**src/logic/nps_pkg.sv**
```systemverilog
/*
 * Constants for the oscillator tuning and synthesizer control register bank:
 * register indices, field positions, reset values and autosync control bits.
 * Assumes a 32-bit classic Wishbone bus with byte addresses; index times four.
 */
`default_nettype none
package nps_pkg;
	localparam int ADR_W = 8;
	localparam int DAT_W = 32;
	localparam int REG_W = 16;
	localparam int IDX_W = 6;
	localparam int ACC_W = 32;
	// Register indices, byte address is four times the index
	localparam logic [IDX_W-1:0] IDX_AB_PHASE = 6'h12;
	localparam logic [IDX_W-1:0] IDX_CD_PHASE = 6'h13;
	localparam logic [IDX_W-1:0] IDX_AB_STEP_LO = 6'h14;
	localparam logic [IDX_W-1:0] IDX_AB_STEP_HI = 6'h15;
	localparam logic [IDX_W-1:0] IDX_CD_STEP_LO = 6'h16;
	localparam logic [IDX_W-1:0] IDX_CD_STEP_HI = 6'h17;
	localparam logic [IDX_W-1:0] IDX_SYNTH = 6'h18;
	localparam logic [IDX_W-1:0] IDX_AUTOSYNC = 6'h1F;
	// Reset values
	localparam logic [REG_W-1:0] RST_TUNE = 16'h0000;
	localparam logic [REG_W-1:0] RST_SYNTH = 16'h2808;
	localparam logic [REG_W-1:0] RST_AUTOSYNC = 16'h0000;
	// Synthesizer control fields
	localparam int SY_LF_CLEAR = 12;
	localparam int SY_NDIV_SYNC = 11;
	localparam int SY_ENABLE = 10;
	localparam int SY_PUMP_LSB = 6;
	localparam int SY_PRE_LSB = 3;
	localparam int SY_VOLT_LSB = 0;
	localparam logic [1:0] PUMP_SINGLE = 2'h1;
	localparam logic [1:0] PUMP_DUAL = 2'h3;
	localparam logic [2:0] PRE_CODE_EIGHT = 3'h0;
	localparam logic [3:0] PRE_DIV_EIGHT = 4'h8;
	// Autosync control fields
	localparam int AS_AB_ENA = 0;
	localparam int AS_CD_ENA = 1;
	localparam int AS_FORCE = 2;
endpackage
`default_nettype wire

```
**src/logic/nps_nco.sv**
```systemverilog
/*
 * One numerically controlled oscillator phase path: accumulator plus phase shift,
 * giving the index into the sine and cosine tables.
 * Assumes step and phase come from the register bank's active copies.
 */
`timescale 1ns/1ns
`default_nettype none
module nps_nco #(
	parameter int ACC_W = 32,
	parameter int PH_W = 16
) (
	// Clock and reset
	input wire logic sys_clk,
	input wire logic srst,
	// Tuning
	input wire logic [ACC_W-1:0] freq_step,
	input wire logic [PH_W-1:0] phase_shift,
	// Table index
	output logic [PH_W-1:0] table_index
);
	logic [ACC_W-1:0] acc;
	logic [ACC_W-1:0] next_acc;
	logic [PH_W-1:0] next_table_index;

	always_comb begin
		// Wraps modulo two to the accumulator width
		next_acc = acc + freq_step; // RULE17
		// Only the top bits carry phase; lower bits are dither-free truncation
		next_table_index = acc[ACC_W-1 -: PH_W] + phase_shift; // RULE1 RULE2
	end

	always_ff @(posedge sys_clk) begin
		if (srst) begin
			acc <= '0;
			table_index <= '0;
		end else begin
			acc <= next_acc;
			table_index <= next_table_index;
		end
	end
endmodule // nps_nco
`default_nettype wire

```
**src/logic/nps_regs.sv**
```systemverilog
/*
 * Register bank for the two fine-mixer oscillators and the synthesizer control,
 * with staged and active tuning copies and the autosync load.
 * Assumes a classic Wishbone master on sys_clk and synchronous analog status inputs.
 */
// Register access over Wishbone was chosen for this implementation.
// Contract
// RULE1 - The CD phase shift is added to the top 16 bits of the CD accumulator.
// RULE2 - That 16-bit sum is the sine and cosine table index.
// RULE3 - With CD autosync enabled, writing the CD phase shift loads phase and both step halves.
// RULE4 - Writes to the CD step halves are only staged until that load.
// RULE5 - Software writes both CD step halves first and the CD phase shift last.
// RULE6 - The AB step is a 32-bit two's-complement word, low half then high half.
// RULE7 - The CD step is a 32-bit two's-complement word, low half then high half.
// RULE8 - While loop filter clear is set the loop filter is held at ground.
// RULE9 - Software recovers a lockup by setting then clearing loop filter clear.
// RULE10 - With divider alignment enabled the LVDS sync input aligns the N dividers.
// RULE11 - Synthesizer enable runs the PLL, clear bypasses it.
// RULE12 - Pump select 00 none, 01 single, 11 dual, 10 unused.
// RULE13 - Prescaler codes 010 to 111 divide by 2 to 7, 000 divides by 8.
// RULE14 - Bits 2:0 read the loop filter voltage and ignore writes.
// RULE15 - Software tunes the VCO until the voltage code lies from 010 to 101.
// RULE16 - With AB autosync enabled, writing the AB phase shift loads phase and both step halves.
// RULE17 - Each accumulator adds its active step every clock, wraps, and resets to zero.
`timescale 1ns/1ns
`default_nettype none
module nps_regs (
	// Clock and reset
	input wire logic sys_clk,
	input wire logic srst,
	// Wishbone slave
	input wire logic wb_cyc_i,
	input wire logic wb_stb_i,
	input wire logic wb_we_i,
	input wire logic [nps_pkg::ADR_W-1:0] wb_adr_i,
	input wire logic [3:0] wb_sel_i,
	input wire logic [nps_pkg::DAT_W-1:0] wb_dat_i,
	output logic [nps_pkg::DAT_W-1:0] wb_dat_o,
	output logic wb_ack_o,
	// Synthesizer status and sync
	input wire logic [2:0] lf_volt_code,
	input wire logic lvds_sync,
	// Oscillator indices
	output logic [nps_pkg::REG_W-1:0] ab_table_index,
	output logic [nps_pkg::REG_W-1:0] cd_table_index,
	// Synthesizer controls
	output logic lf_clear,
	output logic pll_restart,
	output logic ndiv_sync,
	output logic pll_run,
	output logic pll_bypass,
	output logic pump_single,
	output logic pump_dual,
	output logic [3:0] prescale_div
);
	import nps_pkg::*;

	// Bus and register state
	logic [IDX_W-1:0] idx;
	logic req;
	logic wr_commit;
	logic next_ack;
	logic [DAT_W-1:0] next_dat;
	logic [REG_W-1:0] wmask;
	logic [REG_W-1:0] wval;
	logic [REG_W-1:0] synth_merged;
	logic [REG_W-1:0] autosync_merged;
	logic [REG_W-1:0] ab_phase_shift, next_ab_phase_shift;
	logic [REG_W-1:0] cd_phase_shift, next_cd_phase_shift;
	logic [REG_W-1:0] ab_freq_step_low, next_ab_freq_step_low;
	logic [REG_W-1:0] ab_freq_step_high, next_ab_freq_step_high;
	logic [REG_W-1:0] cd_freq_step_low, next_cd_freq_step_low;
	logic [REG_W-1:0] cd_freq_step_high, next_cd_freq_step_high;
	logic [REG_W-1:0] synth_control, next_synth_control;
	logic [REG_W-1:0] autosync_enable_register, next_autosync_enable_register;
	logic [2:0] lf_volt, next_lf_volt;
	// Active mixer copies
	logic [REG_W-1:0] ab_phase_act, next_ab_phase_act;
	logic [REG_W-1:0] cd_phase_act, next_cd_phase_act;
	logic [ACC_W-1:0] ab_step_act, next_ab_step_act;
	logic [ACC_W-1:0] cd_step_act, next_cd_step_act;
	logic ab_load;
	logic cd_load;
	logic force_load;
	// Synthesizer output state
	logic next_lf_clear, next_pll_restart, next_ndiv_sync, next_pll_run, next_pll_bypass;
	logic next_pump_single, next_pump_dual;
	logic [3:0] next_prescale_div;
	logic [1:0] pump_code;
	logic [2:0] pre_code;

	// Byte address; the two low bits select nothing
	assign idx = wb_adr_i[ADR_W-1:2];
	assign req = wb_cyc_i & wb_stb_i;
	// Write lands on the edge where the master sees ack
	assign wr_commit = req & wb_we_i & wb_ack_o;
	assign wmask = {{8{wb_sel_i[1]}}, {8{wb_sel_i[0]}}};

	// Byte-lane merge; lanes 3 and 2 have no storage behind them
	function automatic logic [REG_W-1:0] merge(input logic [REG_W-1:0] old,
		input logic [REG_W-1:0] mask, input logic [REG_W-1:0] val);
		merge = (old & ~mask) | (val & mask);
	endfunction

	// Bus answer
	always_comb begin
		next_ack = req & ~wb_ack_o;
		// Unmapped indices read as zero and ignore writes
		next_dat = '0;
		if (idx == IDX_AB_PHASE) begin
			next_dat[REG_W-1:0] = ab_phase_shift;
		end else if (idx == IDX_CD_PHASE) begin
			next_dat[REG_W-1:0] = cd_phase_shift;
		end else if (idx == IDX_AB_STEP_LO) begin
			next_dat[REG_W-1:0] = ab_freq_step_low;
		end else if (idx == IDX_AB_STEP_HI) begin
			next_dat[REG_W-1:0] = ab_freq_step_high;
		end else if (idx == IDX_CD_STEP_LO) begin
			next_dat[REG_W-1:0] = cd_freq_step_low;
		end else if (idx == IDX_CD_STEP_HI) begin
			next_dat[REG_W-1:0] = cd_freq_step_high;
		end else if (idx == IDX_SYNTH) begin
			next_dat[REG_W-1:0] = {synth_control[REG_W-1:3], lf_volt}; // RULE14
		end else if (idx == IDX_AUTOSYNC) begin
			next_dat[REG_W-1:0] = autosync_enable_register;
		end
		// Data idles at zero so a stale word is never taken for an answer
		if (~next_ack) begin
			next_dat = '0;
		end
	end

	always_ff @(posedge sys_clk) begin
		if (srst) begin
			wb_ack_o <= 1'b0;
			wb_dat_o <= '0;
		end else begin
			wb_ack_o <= next_ack;
			wb_dat_o <= next_dat;
		end
	end

	// Software registers
	always_comb begin
		wval = wb_dat_i[REG_W-1:0];
		synth_merged = merge(synth_control, wmask, wval);
		autosync_merged = merge(autosync_enable_register, wmask, wval);
		next_ab_phase_shift = ab_phase_shift;
		next_cd_phase_shift = cd_phase_shift;
		next_ab_freq_step_low = ab_freq_step_low;
		next_ab_freq_step_high = ab_freq_step_high;
		next_cd_freq_step_low = cd_freq_step_low;
		next_cd_freq_step_high = cd_freq_step_high;
		next_synth_control = synth_control;
		next_autosync_enable_register = autosync_enable_register;
		next_lf_volt = lf_volt_code;
		ab_load = 1'b0;
		cd_load = 1'b0;
		force_load = 1'b0;
		if (wr_commit) begin
			if (idx == IDX_AB_PHASE) begin
				next_ab_phase_shift = merge(ab_phase_shift, wmask, wval);
				ab_load = autosync_enable_register[AS_AB_ENA]; // RULE16
			end else if (idx == IDX_CD_PHASE) begin
				next_cd_phase_shift = merge(cd_phase_shift, wmask, wval);
				cd_load = autosync_enable_register[AS_CD_ENA]; // RULE3
			end else if (idx == IDX_AB_STEP_LO) begin
				next_ab_freq_step_low = merge(ab_freq_step_low, wmask, wval); // RULE6
			end else if (idx == IDX_AB_STEP_HI) begin
				next_ab_freq_step_high = merge(ab_freq_step_high, wmask, wval); // RULE6
			end else if (idx == IDX_CD_STEP_LO) begin
				next_cd_freq_step_low = merge(cd_freq_step_low, wmask, wval); // RULE4 RULE7
			end else if (idx == IDX_CD_STEP_HI) begin
				next_cd_freq_step_high = merge(cd_freq_step_high, wmask, wval); // RULE4 RULE7
			end else if (idx == IDX_SYNTH) begin
				// Voltage bits stay out of storage
				next_synth_control[REG_W-1:3] = synth_merged[REG_W-1:3]; // RULE14
			end else if (idx == IDX_AUTOSYNC) begin
				next_autosync_enable_register[AS_CD_ENA:AS_AB_ENA] =
					autosync_merged[AS_CD_ENA:AS_AB_ENA];
				// Force bit is a strobe only and reads back as zero
				force_load = wb_sel_i[0] & wval[AS_FORCE];
			end
		end
	end

	always_ff @(posedge sys_clk) begin
		if (srst) begin
			ab_phase_shift <= RST_TUNE;
			cd_phase_shift <= RST_TUNE;
			ab_freq_step_low <= RST_TUNE;
			ab_freq_step_high <= RST_TUNE;
			cd_freq_step_low <= RST_TUNE;
			cd_freq_step_high <= RST_TUNE;
			synth_control <= RST_SYNTH;
			autosync_enable_register <= RST_AUTOSYNC;
			lf_volt <= 3'h0;
		end else begin
			ab_phase_shift <= next_ab_phase_shift;
			cd_phase_shift <= next_cd_phase_shift;
			ab_freq_step_low <= next_ab_freq_step_low;
			ab_freq_step_high <= next_ab_freq_step_high;
			cd_freq_step_low <= next_cd_freq_step_low;
			cd_freq_step_high <= next_cd_freq_step_high;
			synth_control <= next_synth_control;
			autosync_enable_register <= next_autosync_enable_register;
			lf_volt <= next_lf_volt;
		end
	end

	// Active mixer copies; taken from the next values so the phase write itself is included
	always_comb begin
		// Staged halves never reach an accumulator without a load
		next_ab_phase_act = ab_phase_act;
		next_ab_step_act = ab_step_act;
		next_cd_phase_act = cd_phase_act;
		next_cd_step_act = cd_step_act;
		if (ab_load | force_load) begin
			next_ab_phase_act = next_ab_phase_shift; // RULE16
			next_ab_step_act = {next_ab_freq_step_high, next_ab_freq_step_low}; // RULE6 RULE16
		end
		if (cd_load | force_load) begin
			next_cd_phase_act = next_cd_phase_shift; // RULE3
			next_cd_step_act = {next_cd_freq_step_high, next_cd_freq_step_low}; // RULE3 RULE7
		end
	end

	always_ff @(posedge sys_clk) begin
		if (srst) begin
			ab_phase_act <= RST_TUNE;
			cd_phase_act <= RST_TUNE;
			ab_step_act <= '0;
			cd_step_act <= '0;
		end else begin
			ab_phase_act <= next_ab_phase_act;
			cd_phase_act <= next_cd_phase_act;
			ab_step_act <= next_ab_step_act;
			cd_step_act <= next_cd_step_act;
		end
	end

	// Synthesizer controls, decoded one cycle after the register changes
	always_comb begin
		pump_code = synth_control[SY_PUMP_LSB +: 2];
		pre_code = synth_control[SY_PRE_LSB +: 3];
		next_lf_clear = synth_control[SY_LF_CLEAR]; // RULE8
		// Restart pulse on the falling edge of loop filter clear
		next_pll_restart = lf_clear & ~synth_control[SY_LF_CLEAR];
		next_ndiv_sync = synth_control[SY_NDIV_SYNC] & lvds_sync; // RULE10
		next_pll_run = synth_control[SY_ENABLE]; // RULE11
		next_pll_bypass = ~synth_control[SY_ENABLE]; // RULE11
		// Unused code 10 is treated as no pump rather than guessing a drive
		next_pump_single = (pump_code == PUMP_SINGLE); // RULE12
		next_pump_dual = (pump_code == PUMP_DUAL); // RULE12
		if (pre_code == PRE_CODE_EIGHT) begin
			next_prescale_div = PRE_DIV_EIGHT; // RULE13
		end else begin
			// Undefined code 001 yields 1, passed on unchanged
			next_prescale_div = {1'b0, pre_code}; // RULE13
		end
	end

	always_ff @(posedge sys_clk) begin
		if (srst) begin
			lf_clear <= 1'b0;
			pll_restart <= 1'b0;
			ndiv_sync <= 1'b0;
			pll_run <= 1'b0;
			pll_bypass <= 1'b1;
			pump_single <= 1'b0;
			pump_dual <= 1'b0;
			// Matches the decode of the control register's reset value
			prescale_div <= 4'h1;
		end else begin
			lf_clear <= next_lf_clear;
			pll_restart <= next_pll_restart;
			ndiv_sync <= next_ndiv_sync;
			pll_run <= next_pll_run;
			pll_bypass <= next_pll_bypass;
			pump_single <= next_pump_single;
			pump_dual <= next_pump_dual;
			prescale_div <= next_prescale_div;
		end
	end


	// Identical phase paths, one per oscillator pair
	nps_nco #(.ACC_W(ACC_W), .PH_W(REG_W)) u_ab_nco (
		.sys_clk(sys_clk),
		.srst(srst),
		.freq_step(ab_step_act),
		.phase_shift(ab_phase_act),
		.table_index(ab_table_index)
	);

	nps_nco #(.ACC_W(ACC_W), .PH_W(REG_W)) u_cd_nco (
		.sys_clk(sys_clk),
		.srst(srst),
		.freq_step(cd_step_act),
		.phase_shift(cd_phase_act),
		.table_index(cd_table_index)
	);
endmodule // nps_regs
`default_nettype wire

```
**config.mk**
```make
export PLATFORM = sky130hd
export DESIGN_NAME = nps_regs
export DESIGN_NICKNAME = d
export VERILOG_FILES = /design/src/logic/nps_pkg.sv /design/src/logic/nps_nco.sv /design/src/logic/nps_regs.sv
export SDC_FILE = /design/constraint.sdc
export NUM_CORES = 1
export LEC_CHECK = 0
export BUFFER_PORTS_ARGS = -buffer_cell sky130_fd_sc_hd__clkbuf_2
export CAP_MARGIN = 30
export CORE_ASPECT_RATIO = 1.5
export CORE_MARGIN = 2
export CORE_UTILIZATION = 45
export CTS_CLUSTER_SIZE = 20
export DETAILED_ROUTE_END_ITERATION = 12
export PLACE_DENSITY_LB_ADDON = 0.2
export SLEW_MARGIN = 10
export SYNTH_ARGS = -nofsm -noshare
export SYNTH_HDL_FRONTEND = slang
export SYNTH_SLANG_ARGS = --single-unit
```
**constraint.sdc**
```tcl
create_clock -name sys_clk -period 2.91 [get_ports sys_clk]
set_input_delay 0.291 -clock sys_clk [delete_from_list [all_inputs] [get_ports sys_clk]]
set_output_delay 0.291 -clock sys_clk [all_outputs]
set_load 0.01 [all_outputs]
```
# Word-level counts from Yosys, hierarchy flattened
# Index checks and enable logic that the tools add are counted.
[op_classes]
n_addsub = 4
n_eq_ne = 10
n_mux = 50
bitwise = 38
reduce_logical = 5
[op_table]
columns = ["cell", "count"]
rows = [
  ["$mux 16", 34],
  ["$and 16x16->16", 8],
  ["$or 16x16->16", 7],
  ["$add 32x32->32", 2],
  ["$eq 6x5->1 const B", 8],
  ["$add 16x16->16", 2],
  ["$not 16->16", 1],
  ["$mux 1", 14],
  ["$not 1->1", 11],
  ["$reduce_and 9->1", 1],
  ["$reduce_and 8->1", 1],
  ["$and 1x1->1", 7],
  ["$mux 4", 1],
  ["$reduce_or 2->1", 2],
  ["$logic_not 3->1", 1],
  ["$and 2x2->2", 1],
  ["$eq 2x1->1 const B", 1],
  ["$eq 2x2->1 const B", 1],
  ["$mux 2", 1],
  ["$or 1x1->1", 2],
  ["$or 2x2->2", 1],
]
[totals]
regBits = 350
inputBits = 53

# Logic depth before layout (Yosys ltp)
# Gate-level depths: netlist (run 1).
[logic_depth]
ltp_word = 11
mapped_depth = 12

# Modules after synthesis
# From an unflattened synthesis (run 1), not the netlist that was laid out.
[unflattened]
cells_unflattened = 1839
area_unflattened_um2 = 16334.4
[modules_own_cells]
columns = ["mod", "n_inst", "cells_per_inst", "area_per_inst_um2"]
rows = [
  ["nps_regs", 1, 929, 8978.6],
  ["nps_nco at u_ab_nco", 1, 465, 3717.3],
  ["nps_nco at u_cd_nco", 1, 445, 3638.5],
]

# Worst setup path before layout (run 1)
# OpenSTA, ideal clock, no wires.
[synth_path]
path_type = "flip-flop to flip-flop"
from = "register ab_step_act[0]"
to = "register u_ab_nco.acc[30]"
arrival_ps = 2470
required_ps = 2787
setup_slack_ps = 316
path_stages_with_launch = 12
period_less_slack_ps = 2594
path_cell_list = "dfxtp_1 ha_1 fa_1 a21oi_1 o21ai_1 a21oi_1 o211ai_1 nand3_1 a31oi_1 a31o_1 a31oi_1 mux2_1"
[synth_via]
elab_chain_len = 1
[synth_lines]
columns = ["item", "line", "source"]
rows = [
  ["from (decl)", "nps_regs.sv:80", "logic [ACC_W-1:0] ab_step_act, next_ab_step_act;"],
  ["from (signal assigned)", "nps_regs.sv:237", "ab_step_act <= next_ab_step_act;"],
  ["$add 32x32->32", "nps_nco.sv:27", "next_acc = acc + freq_step;"],
  ["to (signal assigned)", "nps_nco.sv:37", "acc <= next_acc;"],
  ["to (decl)", "nps_nco.sv:21", "logic [ACC_W-1:0] acc;"],
]
# Every way passes these cells.
# A chain may end at the register's enable or synchronous reset.

# Final worst setup path (run 1)
[layout_path]
from = "register cd_step_act[5]"
to = "register u_cd_nco.acc[29]"
[layout_via]
elab_chain_len = 1
[layout_lines]
columns = ["item", "line", "source"]
rows = [
  ["from (decl)", "nps_regs.sv:81", "logic [ACC_W-1:0] cd_step_act, next_cd_step_act;"],
  ["from (signal assigned)", "nps_regs.sv:238", "cd_step_act <= next_cd_step_act;"],
  ["$add 32x32->32", "nps_nco.sv:27", ""],
  ["to (signal assigned)", "nps_nco.sv:37", ""],
  ["to (decl)", "nps_nco.sv:21", ""],
]
# Every way passes these cells.

==> results of run 1 <==
-- per-stage QoR --
step           worst slack, ns  area [µm²]  power [µW]    util  instances
2_1_floorplan           0.3163       15900        4851       -       1724
3_3_place_gp           0.03126       16930        4947  0.4851       2239
3_5_place_dp           0.02652       16930        4950  0.4851       2239
4_1_cts                0.01043       18110        9447  0.5189       2299
5_1_grt               0.001722       18160        9621  0.5206       2302
6_report                0.1621       18160        9341  0.5206       2302
-- layout make-up --
type | count | area (µm²) | area share
antenna | 2 | 5.005 | 0.0002755
timing repair buffer | 144 | 933.4 | 0.05138
tap | 473 | 591.8 | 0.03258
sequential | 334 | 6686 | 0.3681
multi-input combinational | 1254 | 8663 | 0.4769
inverter | 39 | 146.4 | 0.008059
clock inverter | 6 | 83.83 | 0.004615
clock buffer | 50 | 1055 | 0.05807
-- critical path: cells and delay by family, from the launching register on --
kind / cells / cell delay, ns
compound gates: 6 / 1.38
mux: 1 / 0.20
flops: 1 / 0.31
fa+ha+maj: 1 / 0.41
simple gates: 2 / 0.32
-- layer usage --
metal	track usage	part of all wire
met1	0.2564	0.41
met3	0.02975	0.035
met4	0.08949	0.037
met5	0	0
met2	0.4106	0.52
-- registers in the layout (all words and copies together), names as in the netlist, 3 cells and up, named ones only --
signal and flops:
ab_freq_step_high 16, ab_freq_step_low 16, ab_phase_act 16, ab_phase_shift 16
ab_step_act 32, cd_freq_step_high 16, cd_freq_step_low 16, cd_phase_act 16
cd_phase_shift 16, cd_step_act 32, lf_volt 3, prescale_div 4
u_ab_nco.acc 32, u_ab_nco.table_index 16, u_cd_nco.acc 32, u_cd_nco.table_index 16
wb_dat_o 16
-- worst max-delay path by stage --
| stage | endpoint | cells after the start |
|---|---|---|
| 3_5_place_dp | u_cd_nco.acc[26] | 11 |
| 6_report | u_cd_nco.acc[29] | 10 |
| 2_1_floorplan | u_ab_nco.acc[30] | 11 |
| 5_1_grt | u_cd_nco.acc[22] | 12 |
| 4_1_cts | u_ab_nco.acc[30] | 11 |
| 3_3_place_gp | u_ab_nco.acc[30] | 11 |
-- layout by cell type, fill, tap and decap left out, types with 16 or more instances in the layout --
master,count
nor3_1,16
a31oi_1,17
nand2_1,65
a211oi_2,25
nor2_1,318
o21ai_0,32
nand3_1,27
o21ai_1,19
a21oi_1,89
buf_4,43
and3_1,17
dfxtp_1,334
inv_1,38
clkbuf_16,37
ha_1,92
a21o_1,37
xnor2_1,43
nor2b_1,23
conb_1,16
a211oi_1,80
xor2_1,27
mux2i_1,121
clkbuf_2,91
-- what timing repair did --
| item | CTS | global route |
|---|---|---|
| buffers inserted | 0 | 1 |
| gates resized for setup | 0 | 9 |
| setup endpoints to repair | 0 | 10 |
| hold buffers | 4 | 0 |
| endpoints found under the hold margin | 4 | 0 |
-- where the power goes --
group	internal, µW	leakage (µW)	switching (µW)
combinational	69.2	0.00426	199
sequential	4580	0.00269	4.72
clock	2680	0.000564	1810
total	7330	0.00751	2010
-- cells by family after synthesis --
logic type      Yosys count  share of synthesized area
xor+xnor                 70                    0.03870
fa+ha+maj                96                    0.07771
mux                     132                    0.08427
flops                   334                     0.4221
buf+inv                 136                    0.03878
other cells               1                  0.0002367
simple gates            539                     0.1577
compound gates          401                     0.1805
==> flow_metrics.tcl, run 1 <==
set metrics [dict create \
    grt_pass1_wl_um 64360 \
    worstSetupEndpointType "flip-flop" \
    yosys_warnings 0 \
    fin_skew_ns 0.01342 \
    synth_cells 1709 \
    fin_setup_tns_ns 0 \
    final_layout_size_suffix_gt1_frac 0.1456 \
    netlist-cell-type-count 81 \
    ys.flop_type "dfxtp_1" \
    dp_hpwl_um 30360 \
    async_flop_share 0 \
    grt_overflow_total 0 \
    yosysSeqAreaShare 0.4221 \
    fin_nets 1956 \
    syn_area_per_cell_um2 9.270 \
    synth-seq-cells 334 \
    maxCapViolations 0 \
    hp-class "input pin to flip-flop" \
    globalRouteTotalUtil 0.2224 \
    yosys.area.top_type "dfxtp_1" \
    clk_root_buffer_cell "clkbuf_16" \
    ff2ff_setup_slack_ns 0.16 \
    status "finished clean" \
    die_h_um 233.8 \
    die_w_um 157.2 \
    slew_viol_final 0 \
    rows 84 \
    yosysMostFrequentCell "dfxtp_1" \
    yosys.area.top_type_share 0.4221 \
    routedWlPerCell_um 17.65 \
    path_class "flip-flop to flip-flop" \
    synth_area_um2 15840 \
    cts_tree "done" \
    gp_congestion 0.8864 \
    setup_viol 0 \
    power_density_nw_per_um2 514.2 \
    coreArea_um2 34890 \
    post-route-period-util 0.9443 \
    wirelength_um 40630 \
    grt_pass1_vias 12302 \
    antenna_found_initial 2 \
    r2r_end "u_cd_nco.acc[29]" \
    rsz0062_at_grt "no" \
    io_pins 129 \
    synth_edf_count 0 \
    synth_commonest_cells "334 x dfxtp_1, 318 x nor2_1, 121 x mux2i_1, 92 x ha_1, 91 x a21oi_1" \
    remaining_drc_errors 0 \
    cp_slowest_stage_delay_ns 0.41 \
    start_util 0.4540 \
    num_vias 12405 \
    cts_buffer_depth 3 \
    startpoint "cd_step_act[5]" \
    max_slew.worst_pin.slew_ns 0.8360 \
    postRouteAntennaNets 0 \
    hold_violations 0 \
    hp-start "wb_dat_i[15]" \
    fill_cells 3311 \
    vias_per_cell 5.389 \
    critPathMaxFanout 5 \
    arrival_ns 3.15 \
    critPathSlowestCell "ha_1" \
    clock_latency_ns 0.53 \
    period_minus_slack_ns 2.748 \
    maxSlewHeadroom 0.4411 \
    path_cells "ha_1 > and3_1 > a21bo_1 > a211o_1 > a21oi_1 > o21ai_1 > a21o_1 > a21oi_2 > mux2i_1 > nor2_1" \
    p_leak_uw 0.007514 \
    path_clk_slew_ns 0.06 \
    cts_buffers 34 \
    grt_max_degree 100 \
    cp-start-kind "flip-flop" \
    r2r_cells 10 \
    io_buffers 92 \
    ir_drop_v 0.0004184 \
    firstDrtPassIters 5 \
    reg2reg_from "cd_step_act[5]" \
    cts.sinks 334 \
    drt-initial-drc-count 733 \
    hold_depth 3 \
    area_growth_pct 14.66 \
    h-tree-depth 2 \
    fmax_ghz 0.3639 \
    dieArea_um2 36750 \
    synth_area_leaders "dfxtp_1 42%, mux2i_1 7.6%, nor2_1 7.5%" \
    required_ns 3.31 \
    whs_ns 0.08521 \
]
Note: power is estimated with default switching activity, not from simulation.
==> inputs of run 2 (changes only) <==
--- a/config.mk
+++ b/config.mk
@@ -5,6 +5,7 @@
 export SDC_FILE = /design/constraint.sdc
 export NUM_CORES = 1
 export LEC_CHECK = 0
+export ABC_AREA = 1
 export BUFFER_PORTS_ARGS = -buffer_cell sky130_fd_sc_hd__clkbuf_2
 export CAP_MARGIN = 30
 export CORE_ASPECT_RATIO = 1.5
==> flow_metrics.tcl, run 2 <==
set metrics [dict create \
    status "finished clean" \
    path_clk_slew_ns 0.06 \
    synth_area_um2 18250 \
    hp-start "wb_dat_i[15]" \
    postRouteAntennaNets 0 \
    firstDrtPassIters 7 \
    synth_edf_count 0 \
    r2r_cells 7 \
    num_vias 17362 \
    final_common_cell "nand2_1" \
    hold_depth 3 \
    required_ns 3.32 \
    synth_area_leaders "dfxtp_1 37%, nand2_1 15%, nor2_1 8.0%" \
    vias_per_cell 5.099 \
    maxCapViolations 0 \
    globalRouteTotalUtil 0.2675 \
    r2r_end "ab_step_act[27]" \
    ff2ff_setup_slack_ns 0.48 \
    rsz0062_at_grt "no" \
    yosysMostFrequentCell "nand2_1" \
    worstSetupEndpointType "flip-flop" \
    startpoint "wb_ack_o" \
    cts_buffers 35 \
    fin_skew_ns 0.01704 \
    async_flop_share 0 \
    synth_cells 2805 \
    cp-start-kind "flip-flop" \
    fill_cells 4169 \
    grt_overflow_total 0 \
    cts_setup_buffers 0 \
    final_layout_size_suffix_gt1_frac 0.07037 \
    synth_commonest_cells "729 x nand2_1, 391 x nor2_1, 374 x inv_1, 334 x dfxtp_1, 216 x a21oi_1" \
    wirelength_um 56710 \
    drt-initial-drc-count 962 \
    period_minus_slack_ns 2.432 \
    slew_viol_final 0 \
    yosysSeqAreaShare 0.3665 \
    grt_pass1_vias 16738 \
    gp_congestion 1.013 \
    ys.flop_type "dfxtp_1" \
    io_buffers 92 \
    grt_max_degree 76 \
    max_slew.worst_pin.slew_ns 0.7380 \
    cts_buffer_depth 3 \
    hp-class "input pin to flip-flop" \
    routedWlPerCell_um 16.65 \
    synth-seq-cells 334 \
    io_pins 129 \
    critPathMaxFanout 26 \
    ctsResizeCount 0 \
    start_util 0.4551 \
    post-route-period-util 0.8356 \
    fin_nets 3023 \
    p_leak_uw 0.01027 \
    rows 90 \
    layout_common_cells "729 x nand2_1, 391 x nor2_1, 374 x inv_1, 334 x dfxtp_1, 216 x a21oi_1" \
    ir_drop_v 0.0004597 \
    diodes 0 \
    remaining_drc_errors 0 \
    fin_util 0.5089 \
    antenna_found_initial 4 \
    cts_tree "done" \
    maxSlewHeadroom 0.5075 \
    yosys.area.top_type "dfxtp_1" \
    area_growth_pct 11.82 \
    power_density_nw_per_um2 478.4 \
    h-tree-depth 2 \
    grt_pass1_wl_um 88420 \
    clock_latency_ns 0.53 \
    coreArea_um2 40090 \
    syn_area_per_cell_um2 6.505 \
    clk_root_buffer_cell "clkbuf_16" \
    netlist-cell-type-count 37 \
    fin_setup_tns_ns 0 \
    yosys_warnings 0 \
    path_class "flip-flop to flip-flop" \
    setup_viol 0 \
    cts.sinks 334 \
    reg2reg_from "wb_ack_o" \
    dp_hpwl_um 44680 \
    dieArea_um2 42210 \
    die_h_um 250.6 \
    fmax_ghz 0.4113 \
    arrival_ns 2.84 \
    die_w_um 168.4 \
    hold_violations 0 \
    yosys.area.top_type_share 0.3665 \
]
## run 2: cell types whose count changed in the layout (fill, tap and decap cells not counted), sizes merged, moves of 74 or more
cell	previous run	this run
a211oi	105	5
a21oi	92	216
inv	39	383
mux2i	121	0
nand2	68	736
nand3	28	153
nor2	323	397
o21ai	54	235
## run 2: cell families (layout without fill, tap and decap cells)
logic type	Yosys count	count (layout)	synth area share
simple gates	1394	1394	0.3164
other cells	1	16	0.0002055
xor+xnor	6	6	0.002880
flops	334	334	0.3665
buf+inv	482	561	0.1062
compound gates	492	492	0.1404
fa+ha+maj	96	96	0.06748
## run 2: timing repair
| action | CTS | global route |
|---|---|---|
| setup endpoints to repair | 0 | 0 |
| endpoints found under the hold margin | 4 | 0 |
| hold buffers | 4 | 0 |
## run 2: layout make-up
cell class              count  area [µm²]  share of cell area
clock buffers              43       988.4             0.04845
repair buffers            117       710.7             0.03483
clock inverters            19       267.8             0.01312
flip-flops and latches    334        6686              0.3277
well taps                 506       633.1             0.03103
multi-input cells        2004        9679              0.4744
inverters                 382        1436             0.07040
## run 2: per-layer routing
layer	wire (µm)	up-vias	share of wire	GRT usage
met5	58	-	0.0010	0
met4	3327	8	0.059	0.1463
met3	1933	139	0.034	0.03081
met2	29800	380	0.53	0.5111
met1	21580	7842	0.38	0.2820
li1	-	8993	-	-
## run 2: report_power, final
part	total, µW	internal (µW)	switching, µW
Sequential	4580	4570	2.49
Clock	4930	2960	1960
Combinational	255	62.0	193
## run 2: worst max path at each step
stage,end,slack (ns)
global route,ab_step_act[27],0.27
CTS,ab_step_act[27],0.50
floorplan,u_ab_nco.acc[24],1.21
finish,ab_step_act[27],0.48
detailed placement,ab_step_act[27],0.52
global placement,ab_step_act[12],0.57
## run 2: worst max-delay path, cell delays in order, from the launching register on
cell	delay, ns
dfxtp_1	0.36
nand4_1	0.23
inv_1	0.50
nand3_1	0.23
nand2_2	0.41
inv_2	0.31
nor2_1	0.21
nor2_1	0.05
## run 2: stage by stage
stage               total power [µW]  hold WS, ns  cells  worst slack (ns)  cell area [µm²]
finish                          9759      0.03304   3405            0.4785            20400
global placement                4927       0.4264   3339            0.5653            19110
detailed placement              4929       0.4350   3339            0.5191            19110
global route                   10050      0.03556   3405            0.2654            20400
floorplan                       4830       0.3980   2820             1.211            18300
CTS                             9866      0.01369   3405            0.5040            20400
==> inputs of run 3 (changes only) <==
==> constraint.sdc (replaced) <==
create_clock -name sys_clk -period 2.4 [get_ports sys_clk]
set_input_delay 0.24 -clock sys_clk [delete_from_list [all_inputs] [get_ports sys_clk]]
set_output_delay 0.24 -clock sys_clk [all_outputs]
set_load 0.01 [all_outputs]
==> flow_metrics.tcl, run 3 (same netlist as run 2, synthesis figures left out) <==
set metrics [dict create \
    r2r_cells 11 \
    io_pins 129 \
    dp_hpwl_um 45380 \
    globalRouteTotalUtil 0.2720 \
    clk_root_buffer_cell "clkbuf_16" \
    firstDrtPassIters 5 \
    rows 90 \
    p_int_uw 9393 \
    fin_setup_tns_ns 0 \
    p_clk_frac 0.511 \
    fin_area_um2 20590 \
    p_sw_frac 0.2179 \
    fin_cells 3422 \
    path_class "flip-flop to flip-flop" \
    cp_slowest_stage_delay_ns 0.51 \
    coreArea_um2 40090 \
    critPathMaxFanout 4 \
    placedInstanceArea_um2 19240 \
    combPwrFrac 0.027 \
    ff2ff_setup_slack_ns 0.21 \
    placed_cells 3354 \
    power_switching_uw 2617 \
    multiInputGateArea_um2 9679 \
    cts.sinks 334 \
    seq_area_um2 6686 \
    cts_setup_buffers 0 \
    final_layout_size_suffix_gt1_frac 0.07545 \
    setup_ws_ns 0.2105 \
    dieArea_um2 42210 \
    gp_congestion 0.9534 \
    cp-start-kind "flip-flop" \
    maxSlewHeadroom 0.5121 \
    critPathSlowestCell "fa_1" \
    max_slew.worst_pin.slew_ns 0.7310 \
    startpoint "cd_step_act[0]" \
    critPathCapture "u_cd_nco.acc[20]" \
    holdBufCountCts 5 \
    io_buffers 92 \
    diodes 0 \
    whs_ns 0.03245 \
    maxCapViolations 0 \
    grt_pass1_wl_um 89890 \
    grt_pass1_vias 16882 \
    area_growth_pct 12.87 \
    reg2reg_from "cd_step_act[0]" \
    fill_cells 4089 \
    met2_usage 0.5228 \
    remaining_drc_errors 0 \
    use_met1 0.2895 \
    fin_nets 3040 \
    grt_max_degree 101 \
    hp-class "input pin to flip-flop" \
    cts_tree "done" \
    die_h_um 250.6 \
    setup_viol 0 \
    rsz0062_at_grt "no" \
    globalRouteMet3Util 0.02986 \
    wirelength_um 57580 \
    ir_drop_v 0.0004576 \
    required_ns 2.87 \
    drt-initial-drc-count 1051 \
    start_util 0.4551 \
    worstSetupEndpointType "flip-flop" \
    slew_viol_final 0 \
    clock_latency_ns 0.54 \
    seqPwrFrac 0.462 \
    cts_buffer_depth 3 \
    vias_per_cell 5.102 \
    h-tree-depth 2 \
    grt_overflow_total 0 \
    period_minus_slack_ns 2.189 \
    layout_common_cells "729 x nand2_1, 391 x nor2_1, 374 x inv_1, 334 x dfxtp_1, 216 x a21oi_1" \
    arrival_ns 2.66 \
    power_density_nw_per_um2 583.2 \
    hold_violations 0 \
    routedWlPerCell_um 16.83 \
    postRouteAntennaNets 0 \
    post-route-period-util 0.9123 \
    cts_buffers 36 \
    final_common_cell "nand2_1" \
    fin_skew_ns 0.009343 \
    dp_slack_ns 0.2033 \
    path_cells "ha_1 > fa_1 > nand3_1 > nand3_1 > nand3_1 > nand3_1 > nand2_1 > nand2_1 > nand2_1 > nand2_1 > nor2_1" \
    p_leak_uw 0.01038 \
    ctsResizeCount 0 \
    r2r_end "u_cd_nco.acc[20]" \
    path_clk_slew_ns 0.06 \
    grt.busiest_layer "met2" \
    antenna_found_initial 2 \
    fmax_ghz 0.4567 \
    num_vias 17460 \
    die_w_um 168.4 \
    status "finished clean" \
]
## run 3: how the worst min path moves through the flow
stage	startpoint	endpoint	slack (ns)	cells after the start
6_report	wb_dat_i[7]	flip-flop	0.03	3
5_1_grt	wb_dat_i[7]	flip-flop	0.03	3
4_1_cts	wb_dat_i[7]	flip-flop	0.006	3
3_5_place_dp	lf_volt_code[2]	lf_volt[2]	0.44	3
3_3_place_gp	lf_clear	pll_restart	0.43	2
2_1_floorplan	lf_volt_code[0]	lf_volt[0]	0.35	2
## run 3: per-layer routing
layer	vias to the layer above	share of wire
li1	9035	-
met1	7972	0.39
met2	313	0.53
met3	136	0.028
met4	4	0.053
met5	-	0.00045
## run 3: worst max-delay path, delay by kind of cell (launching register included)
kind | cells | cell delay (ns)
AND/OR/NAND/NOR | 9 | 0.95
flip-flops | 1 | 0.31
adder cells (fa/ha/maj) | 2 | 0.84
## run 3: area by class of cell
cell class / instances / share of cell area
inverters: 382 / 0.06974
repair buffers: 133 / 0.04168
clock inverters: 18 / 0.01385
flip-flops and latches: 334 / 0.3247
clock buffers: 45 / 0.04933
well taps: 506 / 0.03074
multi-input cells: 2004 / 0.4700
## run 3: power by group through the flow
stage	clock network, µW	logic (µW)	registers (µW)
2_1_floorplan	0	182	5670
3_3_place_gp	0	306	5670
3_5_place_dp	0	308	5670
4_1_cts	6260	316	5550
5_1_grt	6480	345	5550
6_report	6140	319	5550
## run 3: per-stage QoR
stage                 util  total power (µW)
floorplan                -              5857
global placement    0.4800              5980
CTS                 0.5137             12120
finish              0.5137             12010
global route        0.5137             12370
detailed placement  0.4800              5982
